`src/hw/crsbo_pkg.sv`:
```
package crsbo_pkg;
  // select bit positions, bit 00 is the msb of the 4-bit designator
  localparam int SEL_W        = 4;
  localparam int SEL_TAG      = 0; // designator bit 03
  localparam int SEL_CTRL     = 1; // designator bit 02
  localparam int SEL_BUS      = 2; // designator bit 01
  localparam int SEL_COUNT    = 3; // designator bit 00
  localparam int ERO_W        = 16;
  localparam int BYTE_W       = 8;
  localparam int COUNT_W      = 16;
  localparam int TAGIN_W      = 8;
  // load source codes on select bits 02 and 03
  localparam logic [1:0] SRC_BUS_IN  = 2'h0;
  localparam logic [1:0] SRC_TAG     = 2'h1;
  localparam logic [1:0] SRC_CTRL    = 2'h2;
  localparam logic [1:0] SRC_COUNT   = 2'h3;
  // channel control field positions
  localparam int CCR_MODE_BIT = 0;
  localparam logic [BYTE_W-1:0]  CCR_RESET   = 8'h00;
  localparam logic [BYTE_W-1:0]  TAG_RESET   = 8'hff; // inverted store of zero
  localparam logic [ERO_W-1:0]   BUS_RESET   = 16'h0000;
  localparam logic [COUNT_W-1:0] COUNT_RESET = 16'h0000;

  typedef struct packed {
    logic             store;
    logic             load;
    logic [SEL_W-1:0] sel;
  } crsbo_req_t;

  typedef struct packed {
    logic [BYTE_W-1:0] data;
    logic              parity;
  } crsbo_lines_t;
endpackage : crsbo_pkg

```
`src/hw/crsbo_channel.sv`:
```
`timescale 1ns/1ps
`default_nettype none
module crsbo_channel #(
  parameter bit HAS_ASM = 1'b1
) (
  input  wire logic                          core_clk,
  input  wire logic                          rst,
  input  wire logic                          store_req,
  input  wire logic                          load_req,
  input  wire logic [crsbo_pkg::SEL_W-1:0]   io_designator,
  input  wire logic [crsbo_pkg::ERO_W-1:0]   extended_output_path,
  output logic      [crsbo_pkg::ERO_W-1:0]   extended_input_path,
  output logic                               load_valid,
  input  wire logic                          rank_transfer_strobe,
  input  wire logic                          hw_transfer_active,
  input  wire logic                          byte_done,
  input  wire logic [crsbo_pkg::ERO_W-1:0]   incoming_bus_word,
  input  wire logic [crsbo_pkg::TAGIN_W-1:0] tag_in_lines,
  output logic      [crsbo_pkg::BYTE_W-1:0]  bus_out_lines,
  output logic                               bus_out_parity,
  output logic      [crsbo_pkg::BYTE_W-1:0]  outgoing_tag_register,
  output logic      [crsbo_pkg::BYTE_W-1:0]  channel_control_register,
  output logic      [crsbo_pkg::COUNT_W-1:0] transfer_byte_counter,
  output logic                               high_byte_enable
);

  localparam int BW = crsbo_pkg::BYTE_W;
  localparam int WW = crsbo_pkg::ERO_W;

  // path naming: the low half of the word carries path bits 8-15,
  // the high half bits 0-7, so byte one is always [7:0]
  logic [BW-1:0] store_odd_byte;
  logic [BW-1:0] store_even_byte;
  assign store_odd_byte  = extended_output_path[BW-1:0];
  assign store_even_byte = extended_output_path[WW-1:BW];

  // the designator passes through unchanged as the select bits
  logic [crsbo_pkg::SEL_W-1:0] group_three_select_bits;
  assign group_three_select_bits = io_designator;

  crsbo_pkg::crsbo_req_t req;
  assign req = '{store: store_req, load: load_req, sel: group_three_select_bits};

  // one write enable per select bit; several may be set at once, so a
  // single store loads every selected register from the same path value
  logic [crsbo_pkg::SEL_W-1:0] write_en;
  for (genvar g = 0; g < crsbo_pkg::SEL_W; g++)
  begin : g_write_en
    assign write_en[g] = req.store && req.sel[g];
  end

  logic [crsbo_pkg::ERO_W-1:0] outgoing_first_rank;
  logic [crsbo_pkg::ERO_W-1:0] outgoing_second_rank;
  logic [crsbo_pkg::ERO_W-1:0] incoming_bus_byte;
  logic                        asm_mode;
  logic                        alternate;
  logic [BW-1:0]               sel_byte;
  crsbo_pkg::crsbo_lines_t     lines_next;

  // mode flip-flop exists only when the option is fitted
  assign asm_mode  = HAS_ASM && channel_control_register[crsbo_pkg::CCR_MODE_BIT];
  assign alternate = asm_mode && hw_transfer_active;

  // tag register holds the inverted low-order path byte
  always_ff @(posedge core_clk)
  begin
    if (rst)
      outgoing_tag_register <= crsbo_pkg::TAG_RESET;
    else if (write_en[crsbo_pkg::SEL_TAG])
      outgoing_tag_register <= ~store_odd_byte;
  end

  // channel control register; mode bit masked when option absent
  always_ff @(posedge core_clk)
  begin
    if (rst)
      channel_control_register <= crsbo_pkg::CCR_RESET;
    else if (write_en[crsbo_pkg::SEL_CTRL])
    begin
      channel_control_register <= store_odd_byte;
      if (!HAS_ASM)
        channel_control_register[crsbo_pkg::CCR_MODE_BIT] <= 1'b0;
    end
  end

  // byte counter is written whole from the sixteen-bit path
  always_ff @(posedge core_clk)
  begin
    if (rst)
      transfer_byte_counter <= crsbo_pkg::COUNT_RESET;
    else if (write_en[crsbo_pkg::SEL_COUNT])
      transfer_byte_counter <= extended_output_path;
  end

  // first rank, odd half: path bits 8-15 on every bus-out write
  logic [BW-1:0] first_rank_odd;
  logic [BW-1:0] first_rank_even;
  always_ff @(posedge core_clk)
  begin
    if (rst)
      first_rank_odd <= crsbo_pkg::BUS_RESET[BW-1:0];
    else if (write_en[crsbo_pkg::SEL_BUS])
      first_rank_odd <= store_odd_byte;
  end

  // first rank, even half: only fitted with the option; without it the
  // half stays zero so a later mode change cannot expose stale data
  always_ff @(posedge core_clk)
  begin
    if (rst)
      first_rank_even <= crsbo_pkg::BUS_RESET[WW-1:BW];
    else if (write_en[crsbo_pkg::SEL_BUS])
      first_rank_even <= HAS_ASM ? store_even_byte : '0;
  end

  // both halves share one enable and move to the second rank together
  assign outgoing_first_rank = {first_rank_even, first_rank_odd};

  // second rank moves only on the strobe from channel control
  always_ff @(posedge core_clk)
  begin
    if (rst)
      outgoing_second_rank <= crsbo_pkg::BUS_RESET;
    else if (rank_transfer_strobe)
      outgoing_second_rank <= outgoing_first_rank;
  end

  // second-rank bus-in is taken as supplied by the receive side; without the option its high half loads zero
  always_ff @(posedge core_clk)
  begin
    if (rst)
      incoming_bus_byte <= crsbo_pkg::BUS_RESET;
    else if (rank_transfer_strobe)
      incoming_bus_byte <= HAS_ASM ? incoming_bus_word : {{BW{1'b0}}, incoming_bus_word[BW-1:0]};
  end

  // high-byte flip-flop; path bits 8-15 sit in the low half of the word
  always_ff @(posedge core_clk)
  begin
    if (rst)
      high_byte_enable <= 1'b1;
    else if (!alternate)
      high_byte_enable <= 1'b1;
    else if (byte_done)
      high_byte_enable <= ~high_byte_enable;
  end

  // half selector: the low half is the odd byte and is the only one used
  // unless the option is fitted; both halves never reach the lines together
  logic [BW-1:0] low_half;
  logic [BW-1:0] high_half;
  assign low_half  = outgoing_second_rank[BW-1:0];
  assign high_half = outgoing_second_rank[WW-1:BW];

  always_comb
  begin
    if (high_byte_enable || !HAS_ASM)
      sel_byte = low_half;
    else
      sel_byte = high_half;
  end

  // lines are driven through a rank of inverters
  always_comb
  begin
    lines_next.data   = ~sel_byte;
    // odd count of ones across eight lines plus parity
    lines_next.parity = ~(^lines_next.data);
  end

  // registered line drivers add one cycle after the second rank moves;
  // reset shows all ones, the image of a cleared second rank
  always_ff @(posedge core_clk)
  begin
    if (rst)
      bus_out_lines <= {BW{1'b1}};
    else
      bus_out_lines <= lines_next.data;
  end

  // parity driver registered with the lines so both change together
  always_ff @(posedge core_clk)
  begin
    if (rst)
      bus_out_parity <= 1'b1;
    else
      bus_out_parity <= lines_next.parity;
  end

  // byte one multiplexer: feeds input path bits 8-15, the low half here
  logic [BW-1:0] byte_one_mux;
  // byte zero multiplexer: feeds input path bits 0-7, the high half here
  logic [BW-1:0] byte_zero_mux;
  // load source code sits on select bits 02 and 03; bits 00 and 01 are
  // ignored, so a load never needs a clean upper designator
  logic [1:0]    load_src;
  assign load_src = req.sel[crsbo_pkg::SEL_CTRL:crsbo_pkg::SEL_TAG];

  always_comb
  begin
    case (load_src)
      crsbo_pkg::SRC_BUS_IN: byte_one_mux = incoming_bus_byte[BW-1:0];
      crsbo_pkg::SRC_TAG:    byte_one_mux = outgoing_tag_register;
      crsbo_pkg::SRC_CTRL:   byte_one_mux = channel_control_register;
      crsbo_pkg::SRC_COUNT:  byte_one_mux = transfer_byte_counter[BW-1:0];
      default:               byte_one_mux = '0;
    endcase
  end

  // high half of bus-in only carries data while assembling; otherwise it
  // reads zero so plain byte mode looks like a channel without the option
  always_comb
  begin
    case (load_src)
      crsbo_pkg::SRC_BUS_IN: byte_zero_mux = asm_mode ? incoming_bus_byte[WW-1:BW] : '0;
      crsbo_pkg::SRC_TAG:    byte_zero_mux = tag_in_lines;
      crsbo_pkg::SRC_CTRL:   byte_zero_mux = '0;
      crsbo_pkg::SRC_COUNT:  byte_zero_mux = transfer_byte_counter[WW-1:BW];
      default:               byte_zero_mux = '0;
    endcase
  end

  // load valid marks the one cycle in which the returned word is new
  always_ff @(posedge core_clk)
  begin
    if (rst)
      load_valid <= 1'b0;
    else
      load_valid <= req.load;
  end

  // load data register: holds the last returned word until the next load
  always_ff @(posedge core_clk)
  begin
    if (rst)
      extended_input_path <= '0;
    else if (req.load)
      extended_input_path <= {byte_zero_mux, byte_one_mux};
  end

endmodule : crsbo_channel
`default_nettype wire

```
`config.mk`:
```
export PLATFORM = sky130hd
export DESIGN_NAME = crsbo_channel
export DESIGN_NICKNAME = d
export VERILOG_FILES = /design/src/hw/crsbo_pkg.sv /design/src/hw/crsbo_channel.sv
export SDC_FILE = /design/constraint.sdc
export NUM_CORES = 1
export LEC_CHECK = 0
export BUFFER_PORTS_ARGS = -buffer_cell sky130_fd_sc_hd__buf_4
export CAP_MARGIN = 20
export CORE_ASPECT_RATIO = 0.5
export CORE_UTILIZATION = 45
export CTS_CLUSTER_DIAMETER = 200
export DETAILED_ROUTE_END_ITERATION = 8
export PLACE_DENSITY_LB_ADDON = 0.05
export RECOVER_POWER = 100
export SYNTH_ARGS = -nofsm -noshare
export SYNTH_HDL_FRONTEND = slang
export SYNTH_SLANG_ARGS = --single-unit
```
`constraint.sdc`:
```
create_clock -name core_clk -period 3.6 [get_ports core_clk]
set_input_delay 0.72 -clock core_clk [delete_from_list [all_inputs] [get_ports core_clk]]
set_output_delay 0.72 -clock core_clk [all_outputs]
set_load 0.02 [all_outputs]
```
==> reports/results.txt <==
outcome: complete, but fails checks
failing checks: capacitance limit, slew limit
DP Worst Slack: 1.615 ns
post-synthesis sequential area ratio: 0.5019
RSZ-0062 raised after global routing: no
layout cell share with drive strength beyond 1: 0.1531
Post-CTS Setup Repair Bufs: 0
core area: 8949 µm²
post-route cell area: 5121 µm²
Final nets: 576
vias in the first global route: 2944
DR iter-0 viols: 168
# H-tree levels: 3
TritonCTS Sinks: 107
Worst Hold Class: reg -> reg
FILL cells: 871
max_cap viols: 1
#FFs+latches synth: 107
Setup Skew: 0.005912 ns
Ant. Diodes: 0
Arr. time, crit path: 2.50 ns
pin count of the biggest net entering global routing: 108
WP buf/inv: 1
Sequential Power Share: 0.505
final setup fails: 0
cell chain of the critical path: clkbuf_2 > or2_2
DR vias/cell: 5.110
root buf cell: clkbuf_16
worst skew pair latency: 0.35 ns
post-detail-place hpwl: 6792 µm
initial antenna violation count: 0
Initial DRT Pass Iterations: 4
Pleak: 2.183 nW
CP max stage delay: 1.03 ns
CTS clock-pin slew for the worst setup and hold paths: 0.07 ns
critical-path maximum fanout: 107
Synth Warn #: 0
crit share post-route: 0.6308
Slew HR: -0.3862
Net Sw Frac: 0.2520
Post-Syn Instances: 439
Highest Clock Rate: 440.3 MHz
post-cts repair resize count: 0
Post-Route WL: 10110 µm
clock buffer depth: 2
Final Hold Fails: 0
Power Internal: 1.895 mW
register area: 2142 µm²
setup ws final: 1.329 ns
Post-CTS Hold Fix Bufs: 0
Starting Density: 0.4769
proportion of power drawn by combinational gates: 0.114
area of the multi-input gates: 1954 µm²
number of port buffers: 109
critical path endpoint category: flip-flop
total grt overflow: 0
Setup TNS Final: 0 ns
switching pwr: 638.5 µW
io pins: 110
row count: 24
Crit path max-delay family: buffers and inverters
Distinct cells, synth: 23
height of the die: 70.87 µm
die area: 9902 µm²
utilization after layout: 0.5723
PD cells: 494.7 nW/µm²
clock network power share: 0.381
Slowest cell on crit path: clkbuf_2
TritonCTS Buffers: 9
cell area after placement: 5061 µm²
Power Total: 2.534 mW
critical path type: in -> reg
Setup crit start kind: primary input
syn_nets: 490
fin crit period: 2.271 ns
most common cell after layout, fill and taps aside: dfxtp_1
global-route wire length before repair: 15710 µm
Vias: 3301
Die X-Extent: 139.7 µm
CTS tree: done
Area Growth Syn to Fin: 19.99%
gr usage total: 0.2100
Req. time, crit path: 3.83 ns
Tightest Pin Transition: 2.079 ns
gpl congestion: 0.7378
Avg WL per Cell: 15.65 µm
Routed Antenna Nets: 0
Syn Std Cell Area: 4268 µm²
Max IR drop VDD: 0.0002682 V
Slew Viols, Final: 108
average cell area after synthesis: 9.722 µm²
DRC: 0
commonest cells after routing, fill and taps aside: 107 x dfxtp_1, 76 x nand2_1, 60 x clkbuf_1
## area by class of cell
| cell class | instances | share of cell area |
|---|---|---|
| Sequential cell | 107 | 0.4183 |
| Multi-Input combinational cell | 298 | 0.3816 |
| Timing Repair Buffer | 109 | 0.1161 |
| Clock buffer | 10 | 0.04471 |
| Tap cell | 117 | 0.02859 |
| Clock inverter | 5 | 0.01075 |
## worst paths after layout
check                                                      from                         endpoint  slack, ns  cells after the start
worst max-delay path                                        rst      bus_out_lines[6]$_SDFF_PP1_       1.33                      2
worst min-delay path            first_rank_even[1]$_SDFFE_PP0P_  first_rank_even[1]$_SDFFE_PP0P_       0.46                      2
worst max register to register    high_byte_enable$_SDFFE_PP1P_        bus_out_parity$_SDFF_PP1_       2.03                      4
worst min register to register  first_rank_even[1]$_SDFFE_PP0P_  first_rank_even[1]$_SDFFE_PP0P_       0.46                      2
## worst min-delay path, cell delays in order (launching register included)
cell     delay, ns
dfxtp_1       0.31
nand2_1       0.05
a21oi_1       0.05
## through the flow
| stage | instances | hold WS, ns |
|---|---|---|
| finish | 646 | 0.4567 |
| global route | 646 | 0.4820 |
| CTS | 646 | 0.4597 |
| detailed placement | 631 | 0.4506 |
| global placement | 631 | 0.4455 |
| floorplan | 439 | 0.4360 |
## synth_stat cells, drive strengths merged
cell type,number,area share
mux2,8,0.021
nand2b,1,0.0015
nor3b,1,0.0044
xor2,6,0.012
a211oi,8,0.014
clkbuf,20,0.018
nor2b,1,0.0015
nand2,76,0.067
dfxtp,107,0.50
xnor2,6,0.012
mux2i,52,0.12
a21oi,40,0.047
nand4b,1,0.0021
a22oi,8,0.014
mux4,8,0.049
a211o,8,0.016
nand3,8,0.0094
and2,2,0.0029
nor2,56,0.049
buf,14,0.023
or2,8,0.012
## per-layer routing
metal | global-route usage | wire length (µm)
met5 | 0 | 0
met4 | 0.05250 | 46
met3 | 0.06364 | 593
met2 | 0.3133 | 4413
met1 | 0.2967 | 5059
## cells by family (layout without fill, tap and decap cells)
family	count (synthesis)	after routing	synth area share
AO/OA/AOI/OAI	64	64	0.09147
XOR/XNOR	12	12	0.02463
buffers and inverters	34	124	0.04016
flip-flops	107	107	0.5019
multiplexers	68	68	0.1923
AND/OR/NAND/NOR	154	154	0.1495
## sequential cells by signal, indices dropped and copies added (netlist names)
| signal | cells |
|---|---|
| outgoing_tag_register | 8 |
| bus_out_lines | 8 |
| first_rank_even | 8 |
| first_rank_odd | 8 |
| channel_control_register | 8 |
| bus_out_parity | 1 |
| extended_input_path | 16 |
| transfer_byte_counter | 16 |
| incoming_bus_byte | 16 |
| outgoing_second_rank | 16 |
| high_byte_enable | 1 |
| load_valid | 1 |
## power groups by stage
stage / clock network, mW / registers (mW) / logic, mW
global route: 1.03 / 1.28 / 0.314
detailed placement: 0 / 1.31 / 0.315
global placement: 0 / 1.31 / 0.312
floorplan: 0 / 1.33 / 0.158
CTS: 0.987 / 1.28 / 0.316
finish: 0.966 / 1.28 / 0.289
Note: power is estimated with default switching activity, not from simulation.
